$ cat config.mk
export PLATFORM = sky130hd
export DESIGN_NAME = discrete_io_ports
export DESIGN_NICKNAME = d
export VERILOG_FILES = /design/src/design/pin_synchronizer.v /design/src/design/discrete_io_ports.v
export VERILOG_INCLUDE_DIRS = /design/src /design/src/design
export SDC_FILE = /design/constraint.sdc
export NUM_CORES = 1
export LEC_CHECK = 0
export BUFFER_PORTS_ARGS = -buffer_cell sky130_fd_sc_hd__buf_2
export CORE_MARGIN = 2
export CORE_UTILIZATION = 54
export DETAILED_ROUTE_END_ITERATION = 10
export HOLD_SLACK_MARGIN = 0.1
export PLACE_DENSITY = 0.84
export SLEW_MARGIN = 20
export SYNTH_ARGS = -nofsm -noshare
export SYNTH_HDL_FRONTEND = slang
export SYNTH_SLANG_ARGS = --single-unit
$ cat constraint.sdc
create_clock -name clk -period 1.5 [get_ports clk]
set_clock_uncertainty 0.05 [all_clocks]
set_input_delay 0.3 -clock clk [delete_from_list [all_inputs] [get_ports clk]]
set_output_delay 0.3 -clock clk [all_outputs]
set_load 0.02 [all_outputs]
$ cat src/design/discrete_io_consts.vh
// Address map, bit positions and reset values of the discrete I/O ports
`ifndef DISCRETE_IO_CONSTS_VH
`define DISCRETE_IO_CONSTS_VH

// Port addresses on the processor I/O space
`define IO_ADDR_W            12
`define ADDR_REMOTE_CAL      12'h321
`define ADDR_INTERNAL        12'h322
`define ADDR_SECOND_CTRL     12'h325

// Internal output port bits
`define BIT_PERIPH_RESET     6
`define BIT_CTRL_RESET_N     7

// Remote calibration input port bits
`define BIT_CAL_ENTER_N      0
`define BIT_CAL_SPAN_ZERO    1
`define BIT_CAL_RANGE        2
`define BIT_CAL_GAS          3

// Alarm relay port bits
`define BIT_HEALTH_OK        4
`define BIT_LIMIT_ONE        5
`define BIT_LIMIT_TWO        6
`define BIT_UPPER_RANGE      7

// Fixed read-back of the top two bits of each control input port
`define CTRL_IN_FIXED        2'h3

// Reset values of the output latches
`define RST_INTERNAL_OUT     8'h40
`define RST_SPARE_OUT        8'h00
`define RST_ALARM_OUT        8'h00
`define RD_UNMAPPED          8'h00

`endif

$ cat src/design/pin_synchronizer.v
// Two-stage synchroniser bank for asynchronous input pins
`timescale 1ns/1ps

module pin_synchronizer #(
    parameter WIDTH = 8
) (
    // Clock and reset
    input  wire             clk,
    input  wire             reset_n,
    // Pins in, synchronised levels out
    input  wire [WIDTH-1:0] pin_async,
    output wire [WIDTH-1:0] pin_sync
);

    genvar i;

    // One chain per bit; the first stage feeds only the second
    generate
        for (i = 0; i < WIDTH; i = i + 1) begin : g_bit
            reg meta_reg;
            reg sync_reg;

            // Reset to high: open contacts read as idle (pulled up)
            always @(posedge clk or negedge reset_n) begin
                if (!reset_n) begin
                    meta_reg <= 1'b1;
                    sync_reg <= 1'b1;
                end else begin
                    meta_reg <= pin_async[i];
                    sync_reg <= meta_reg;
                end
            end

            assign pin_sync[i] = sync_reg;
        end
    endgenerate

endmodule

$ cat src/design/discrete_io_ports.v
// Byte-wide discrete I/O ports: internal, calibration and alarm relays
`timescale 1ns/1ps
`include "discrete_io_consts.vh"

// Notes on behaviour
// - Internal in and out share 0x322
// - Internal out bit 6 resets serial peripherals
// - Internal out bit 7 low resets controller
// - Cal port 0x321 bit 0 low enters calibration
// - Bit 1 span/zero, bit 2 range select
// - Bit 3 selects CO2 or O2 gas
// - Input bits 4-5 spare, 6-7 read one
// - Control output 0x321 holds eight spares
// - Port 0x325: spares 0-3, relays 4-7
// - Bit 4 high only when healthy
// - Bit 5 high above limit one
// - Bit 6 high above limit two
// - Bit 7 high while upper range active
// - Fieldbus mode: relays follow coil values
module discrete_io_ports #(
    parameter ADDR_W = `IO_ADDR_W
) (
    // Clock and reset
    input  wire              clk,
    input  wire              reset_n,
    // Processor I/O port
    input  wire [ADDR_W-1:0] io_addr,
    input  wire [7:0]        io_wr_data,
    input  wire              io_wr,
    input  wire              io_rd,
    output reg  [7:0]        io_rd_data,
    // Internal input pins
    input  wire [7:0]        internal_spare_in,
    // Remote calibration contact closures
    input  wire              remote_calibrate_enter_n,
    input  wire              remote_span_zero_select,
    input  wire              remote_range_select,
    input  wire              remote_gas_select,
    input  wire [1:0]        remote_spare_in,
    // Second control input pins
    input  wire [5:0]        second_spare_in,
    // Internal outputs
    output reg  [5:0]        internal_spare_out,
    output reg               serial_periph_reset,
    output reg               bus_controller_hw_reset_n,
    // Spare control outputs
    output reg  [7:0]        spare_control_out,
    output reg  [3:0]        alarm_port_spare_out,
    // Alarm relays
    output reg               health_ok_relay,
    output reg               level_limit_one_relay,
    output reg               level_limit_two_relay,
    output reg               upper_range_active_relay,
    // Fieldbus coil control, same clock domain
    input  wire              coil_mode,
    input  wire              coil_relay_a,
    input  wire              coil_relay_b,
    input  wire              coil_relay_c,
    input  wire              coil_relay_d,
    // Health qualifiers, same clock domain
    input  wire              alarm_any,
    input  wire              diagnostics_active,
    // Decoded calibration request
    output reg               cal_mode_active,
    output reg               cal_span_selected,
    output reg               cal_range_two_selected,
    output reg               cal_gas_co2_selected
);

    // Synchronised pin levels
    wire [7:0] internal_in_sync;
    wire [5:0] remote_in_sync;
    wire [5:0] second_in_sync;

    // Output latches written by the processor
    reg  [7:0] internal_out_reg;
    reg  [7:0] internal_out_next;
    reg  [7:0] spare_out_reg;
    reg  [7:0] spare_out_next;
    reg  [7:0] alarm_out_reg;
    reg  [7:0] alarm_out_next;

    // Read path
    reg  [7:0] rd_data_next;

    // Address decode strobes
    wire hit_remote;
    wire hit_internal;
    wire hit_second;

    // Write strobes, one per output latch
    wire wr_spare;
    wire wr_internal;
    wire wr_alarm;

    // Reset images, so each output flop resets to its latch's value
    localparam [7:0] INTERNAL_RST    = `RST_INTERNAL_OUT;
    localparam [7:0] SPARE_RST       = `RST_SPARE_OUT;
    localparam [7:0] ALARM_RST       = `RST_ALARM_OUT;

    // Spare fields sit below the first control bit of the internal and alarm ports
    localparam       INT_SPARE_MSB   = `BIT_PERIPH_RESET - 1;
    localparam       ALARM_SPARE_MSB = `BIT_HEALTH_OK - 1;

    // Assembled input port images
    wire [7:0] remote_cal_image;
    wire [7:0] second_ctrl_image;

    // Relay values before the output flops
    wire       health_block;
    reg        health_next;
    reg        limit_one_next;
    reg        limit_two_next;
    reg        upper_range_next;

    // Inverted calibration pins, active high
    wire [3:0] cal_req_next;

    // Contact closures are asynchronous to the processor clock
    pin_synchronizer #(
        .WIDTH       (8)
    ) u_sync_internal (
        .clk         (clk),
        .reset_n     (reset_n),
        .pin_async   (internal_spare_in),
        .pin_sync    (internal_in_sync)
    );

    pin_synchronizer #(
        .WIDTH       (6)
    ) u_sync_remote (
        .clk         (clk),
        .reset_n     (reset_n),
        .pin_async   ({remote_spare_in,
                       remote_gas_select,
                       remote_range_select,
                       remote_span_zero_select,
                       remote_calibrate_enter_n}),
        .pin_sync    (remote_in_sync)
    );

    pin_synchronizer #(
        .WIDTH       (6)
    ) u_sync_second (
        .clk         (clk),
        .reset_n     (reset_n),
        .pin_async   (second_spare_in),
        .pin_sync    (second_in_sync)
    );

    // Address decode; read and write share one address per port
    assign hit_remote   = (io_addr == `ADDR_REMOTE_CAL);
    assign hit_internal = (io_addr == `ADDR_INTERNAL);
    assign hit_second   = (io_addr == `ADDR_SECOND_CTRL);

    // Only one latch can match, so the strobes never overlap
    assign wr_spare    = io_wr & hit_remote;
    assign wr_internal = io_wr & hit_internal;
    assign wr_alarm    = io_wr & hit_second;

    // Top bits of the control input ports are tied high
    assign remote_cal_image  = {`CTRL_IN_FIXED, remote_in_sync};
    assign second_ctrl_image = {`CTRL_IN_FIXED, second_in_sync};

    // Outside coil mode, alarm or diagnostics forces the health relay to report a fault
    assign health_block = alarm_any | diagnostics_active;

    // Closed contact asks for the function; one inverter per pin
    genvar k;
    generate
        for (k = 0; k < 4; k = k + 1) begin : g_cal
            assign cal_req_next[k] = ~remote_in_sync[k];
        end
    endgenerate

    // Write latches: a byte stands until the next write to the port
    always @* begin
        internal_out_next = internal_out_reg;
        spare_out_next    = spare_out_reg;
        alarm_out_next    = alarm_out_reg;
        if (wr_internal) begin
            internal_out_next = io_wr_data;
        end else if (wr_spare) begin
            spare_out_next = io_wr_data;
        end else if (wr_alarm) begin
            alarm_out_next = io_wr_data;
        end
    end

    // Reset parks peripherals in reset until software releases them
    always @(posedge clk or negedge reset_n) begin
        if (!reset_n) begin
            internal_out_reg <= `RST_INTERNAL_OUT;
            spare_out_reg    <= `RST_SPARE_OUT;
            alarm_out_reg    <= `RST_ALARM_OUT;
        end else begin
            internal_out_reg <= internal_out_next;
            spare_out_reg    <= spare_out_next;
            alarm_out_reg    <= alarm_out_next;
        end
    end

    // Read mux; write-only latches are not visible, reads show pins
    always @* begin
        rd_data_next = `RD_UNMAPPED;
        if (hit_remote) begin
            rd_data_next = remote_cal_image;
        end else if (hit_internal) begin
            rd_data_next = internal_in_sync;
        end else if (hit_second) begin
            rd_data_next = second_ctrl_image;
        end else begin
            rd_data_next = `RD_UNMAPPED;
        end
    end

    // Read data stand only in the cycle after the strobe
    always @(posedge clk or negedge reset_n) begin
        if (!reset_n) begin
            io_rd_data <= `RD_UNMAPPED;
        end else if (io_rd) begin
            io_rd_data <= rd_data_next;
        end else begin
            io_rd_data <= `RD_UNMAPPED;
        end
    end

    // Relay sources: processor byte or fieldbus coils
    always @* begin
        if (coil_mode) begin
            health_next      = coil_relay_a;
            limit_one_next   = coil_relay_b;
            limit_two_next   = coil_relay_c;
            upper_range_next = coil_relay_d;
        end else begin
            // Hardware also drops health on alarm or diagnostics
            health_next      = alarm_out_next[`BIT_HEALTH_OK] &
                               ~health_block;
            limit_one_next   = alarm_out_next[`BIT_LIMIT_ONE];
            limit_two_next   = alarm_out_next[`BIT_LIMIT_TWO];
            upper_range_next = alarm_out_next[`BIT_UPPER_RANGE];
        end
    end

    // Internal outputs; controller reset is active low on the pin
    always @(posedge clk or negedge reset_n) begin
        if (!reset_n) begin
            internal_spare_out        <= INTERNAL_RST[INT_SPARE_MSB:0];
            serial_periph_reset       <= INTERNAL_RST[`BIT_PERIPH_RESET];
            bus_controller_hw_reset_n <= INTERNAL_RST[`BIT_CTRL_RESET_N];
        end else begin
            internal_spare_out        <= internal_out_next[INT_SPARE_MSB:0];
            serial_periph_reset       <=
                internal_out_next[`BIT_PERIPH_RESET];
            bus_controller_hw_reset_n <=
                internal_out_next[`BIT_CTRL_RESET_N];
        end
    end

    // Spare control outputs at both control addresses
    always @(posedge clk or negedge reset_n) begin
        if (!reset_n) begin
            spare_control_out    <= SPARE_RST;
            alarm_port_spare_out <= ALARM_RST[ALARM_SPARE_MSB:0];
        end else begin
            spare_control_out    <= spare_out_next;
            alarm_port_spare_out <=
                alarm_out_next[ALARM_SPARE_MSB:0];
        end
    end

    // Relays fail safe: health reads alarm until software says ok
    always @(posedge clk or negedge reset_n) begin
        if (!reset_n) begin
            health_ok_relay          <= ALARM_RST[`BIT_HEALTH_OK];
            level_limit_one_relay    <= ALARM_RST[`BIT_LIMIT_ONE];
            level_limit_two_relay    <= ALARM_RST[`BIT_LIMIT_TWO];
            upper_range_active_relay <= ALARM_RST[`BIT_UPPER_RANGE];
        end else begin
            health_ok_relay          <= health_next;
            level_limit_one_relay    <= limit_one_next;
            level_limit_two_relay    <= limit_two_next;
            upper_range_active_relay <= upper_range_next;
        end
    end

    // Decoded calibration request, active high for the firmware
    always @(posedge clk or negedge reset_n) begin
        if (!reset_n) begin
            cal_mode_active        <= 1'b0;
            cal_span_selected      <= 1'b0;
            cal_range_two_selected <= 1'b0;
            cal_gas_co2_selected   <= 1'b0;
        end else begin
            cal_mode_active        <=
                cal_req_next[`BIT_CAL_ENTER_N];
            cal_span_selected      <=
                cal_req_next[`BIT_CAL_SPAN_ZERO];
            cal_range_two_selected <=
                cal_req_next[`BIT_CAL_RANGE];
            // Meaningful only on builds fitted with both sensors
            cal_gas_co2_selected   <=
                cal_req_next[`BIT_CAL_GAS];
        end
    end

endmodule

Word-level counts from Yosys, hierarchy flattened. Index checks and enable logic that the tools add are counted.

Flip-flop bits (word level): 92. Input bits: 51. Output and inout port bits: 36. Logic and storage cells: 83.

Equality and inequality tests: 3. Multiplexer cells: 12. Bitwise logic cells: 11. Reductions and logical operators: 1.

Operators by type and width (number): $mux W8 (8); $eq A12 B10 Y1 const B (3); $not A1 Y1 (6); $and A1 B1 Y1 (4); $mux W1 (4); $reduce_and A2 Y1 (1); $or A1 B1 Y1 (1).

Longest topological paths before layout.
Depth in word-level cells: 7. Depth in mapped cells: 5.

Cells and area by module. From an unflattened synthesis, not the netlist that was laid out.

Cell total of the unflattened synthesis: 183. Area, all modules: 2997.9 um2.

By module, submodules not included: discrete_io_ports (times used 1, cells each 123, area each 1796.7 um2, sequential area each 1002.2 um2); pin_synchronizer (u_sync_remote ...) (times used 2, cells each 18, area each 360.3 um2, sequential area each 315.3 um2); pin_synchronizer (u_sync_internal) (times used 1, cells each 24, area each 480.5 um2, sequential area each 420.4 um2).

Worst setup path after synthesis. Ideal clock, no wire load.

Path type: in2reg. From: in io_addr[2]. To: reg bus_controller_hw_reset_n. Setup time: 0.125 ns. Arrival: 1.301 ns. Data required time: 1.325 ns. Path slack: 0.024 ns. Stages on the path: 4. Cells stage by stage: buf_6 > nor3b_4 > nand4_2 > mux2_2.

Longest elaborated chain between the ends: 3.

Ends and longest elaborated chain: from (decl) (RTL line discrete_io_ports.v:27) `input wire [ADDR_W-1:0] io_addr,`; $eq A12 B10 Y1 (no source line); $and A1 B1 Y1 (RTL line discrete_io_ports.v:158) `assign wr_internal = io_wr & hit_internal;`; $mux W8 (RTL line discrete_io_ports.v:181) `if (wr_internal) begin`; to (signal assigned) (RTL line discrete_io_ports.v:250) `` bus_controller_hw_reset_n <= INTERNAL_RST[`BIT_CTRL_RESET_N]; ``; to (signal assigned) (RTL line discrete_io_ports.v:255) `bus_controller_hw_reset_n <=`; to (decl) (RTL line discrete_io_ports.v:45) `output reg bus_controller_hw_reset_n,`.

Every way passes these cells. A chain may end at the register's enable or synchronous reset.

==> results.py <==
metrics = {
    "worst_setup_path": {
        "rr_worst_depth": 3,
        "path_buf_inv": 1,
        "slowest_delay_ns": 0.53,
        "cp_slowest_cell": "dfstp_2",
        "path_max_fanout": 2,
        "r2r_slack_ns": 0.47,
        "startpoint_type": "register",
        "cp-end-kind": "output pin",
        "crit_path_cell_trace": "buf_2",
        "rr_endpoint": "io_rd_data[1]",
        "worst_ep_arrival_time_ns": 1.03,
        "critical_path_class": "register to output pin",
        "critical_path_required_ns": 1.15,
        "crit-reg2reg-launch": "u_sync_remote.g_bit[1].sync_reg",
        "critPathTopFamily": "flip-flops",
    },
    "synth": {
        "synth_edf_count": 0,
        "ys_types": 22,
        "post-synth-top-count-cell": "dfstp_2",
        "synth_common_cells": "dfstp_2, dfrtp_1, mux2_2, mux2i_1, nor2_1",
        "yosys.area.top_type": "dfstp_2",
        "synth-main-ff-cell": "dfstp_2",
        "syn_inst": 164,
        "yosysTopAreaCellShare_pct": 38.3,
        "synthesis.area_um2": 2810,
        "synth_nets": 215,
        "ys_seq_elements": 80,
        "ys_seq_area_share_pct": 73.1,
        "async_flop_share_pct": 100,
        "syn_area_per_cell_um2": 17.1,
        "yosys-top-cells-area": "dfstp_2, dfrtp_1, mux2_2",
        "ys_warn_count": 0,
    },
    "sta": {
        "rsz0062_at_grt": "no",
        "min_period_ns": 1.38,
        "fmax_mhz": 723,
        "finalCritPeriodShare_pct": 92.2,
        "finalMaxSlewViolations": 0,
        "max_slew_margin_pct": 60.6,
        "setup_tns_ns": 0,
        "setup_viol": 0,
        "finalHoldViolations": 0,
        "tightest_slew_ns": 0.590,
    },
    "die": {
        "start_util_pct": 55.4,
        "rows": 26,
        "die_w_um": 76.1,
        "ios": 87,
        "core_um2": 5070,
        "die-area_um2": 5800,
        "die_height_um": 76.1,
    },
    "detailed_routing": {
        "drt_pre_antenna_iters": 4,
        "vias_per_cell": 4.87,
        "ant_nets": 0,
        "drt_wl_total_um": 5340,
        "drc": 0,
        "wire_per_inst_um": 14.9,
        "vias": 1744,
        "drt_iter0_drc": 53,
    },
    "clocking": {
        "cts_tree": "done",
        "cts_buffers": 9,
        "cts-resized-gates": 0,
        "clk_latency_ns": 0.34,
        "clk_pin_slew_ns": 0.08,
        "clockBufferDepth": 2,
        "cts_sinks": 80,
        "cts_root_buffer": "clkbuf_8",
        "cts.htree.levels": 3,
    },
    "layout": {
        "num_antenna_cells": 0,
        "drive_gt1_share_pct": 65.6,
        "fin_cells": 358,
        "regArea_um2": 2050,
        "design_area_um2": 3790,
        "fillCellCount": 325,
        "multi_input_area_um2": 678,
        "area_growth_pct": 35.0,
        "final_core_util_pct": 74.8,
        "nNetsFinal": 334,
    },
    "worst_hold_path": {
        "holdPathEnd": "alarm_out_reg[6]",
        "hold_class": "input pin to register",
        "min_from": "io_wr_data[6]",
        "holdPathStages": 2,
    },
    "placed_design": {
        "io_buffers": 86,
        "dp_hpwl_um": 3580,
        "dp.cells": 321,
        "globalplace.congestion": 0.754,
        "postPlaceCellArea_um2": 3350,
    },
    "global_route": {
        "gr-total-overflow": 0,
        "grt_start_max_net_pins": 35,
        "grt_usage_pct": 20.8,
        "grt_pass1_vias": 1940,
        "grt_first_pass_wirelength_um": 9090,
        "antenna_found_initial": 0,
    },
    "status": {
        "status": "finished, final reports clean",
    },
    "power": {
        "p_leak_nw": 1.96,
        "total_power_w": 0.00432,
        "power.density_nw_per_um2": 1140,
        "vdd_drop_max_v": 0.00131,
    },
    "run": {
        "cap_violations": 0,
    },
}
cells by family (layout without fill, tap and decap cells):
kind of cell | count (synthesis) | in the layout | synth area share [%]
buffers and inverters | 13 | 137 | 2.80
AND/OR/NAND/NOR | 21 | 21 | 6.06
flip-flops | 80 | 80 | 73.1
AO/OA/AOI/OAI | 10 | 10 | 2.49
multiplexers | 40 | 40 | 15.6
layout by cell type (no fill, tap or decap):
cell type,netlist,final
mux2_2,30,30
buf_12,0,1
nor2b_1,1,1
nand4_2,3,3
clkinv_4,0,3
dlygate4sd3_1,0,21
nor3_1,1,1
clkbuf_8,0,9
inv_8,0,1
clkinvlp_4,0,1
a21oi_1,2,2
nor3b_1,1,1
a22oi_1,8,8
buf_2,0,85
nand4_1,1,1
bufinv_16,0,2
dfrtp_1,39,39
and3b_1,1,1
buf_4,4,10
and4b_1,1,1
nor4b_4,1,1
dfstp_2,41,41
nor2_1,9,9
mux2i_1,10,10
and4bb_2,1,1
inv_1,4,4
nor3b_4,1,1
where the power goes:
group	internal, W	switching (W)
sequential	0.00227	0.0000224
clock	0.000956	0.000791
combinational	0.000144	0.000141
metal layers:
| metal | share of wire [%] | wire (um) | up-vias | global-route usage [%] |
|---|---|---|---|---|
| met3 | 4.7 | 250 | 16 | 5.45 |
| li1 | - | - | 803 | - |
| met4 | 3.4 | 180 | 0 | 12.4 |
| met2 | 51 | 2740 | 66 | 34.2 |
| met1 | 41 | 2180 | 859 | 24.9 |
| met5 | 0 | 0 | - | 0 |
repair_timing:
action | 4_1_cts | 5_1_grt
setup buffers | 0 | 0
hold buffers | 21 | 0
hold endpoints to repair | 27 | 0
cell type report:
| type | count | area share (%) |
|---|---|---|
| clock buffer | 9 | 3.27 |
| tap | 70 | 2.31 |
| clock inverter | 7 | 2.77 |
| sequential | 80 | 54.1 |
| inverter | 4 | 0.396 |
| multi-input combinational | 71 | 17.9 |
| timing repair buffer | 117 | 19.3 |
stage by stage:
step	hold slack (ns)	setup slack, ns
2_1_floorplan	-0.0456	0.0240
3_3_place_gp	0.184	-0.0841
3_5_place_dp	0.188	-0.114
4_1_cts	0.166	0.104
5_1_grt	0.174	0.0828
6_report	0.180	0.116
worst max path at each step:
stage                     slack, ns                start  cells after the start                         to
after global placement        -0.08           io_addr[4]                      5       spare_control_out[5]
after floorplan                0.02           io_addr[2]                      4  bus_controller_hw_reset_n
after global routing           0.08  internal_out_reg[6]                      1        serial_periph_reset
final                          0.12  internal_out_reg[6]                      1        serial_periph_reset
after detailed placement      -0.11           io_addr[4]                      5       spare_control_out[3]
after CTS                      0.10  internal_out_reg[6]                      1        serial_periph_reset
No activity file was read; power rests on OpenSTA's default activity.
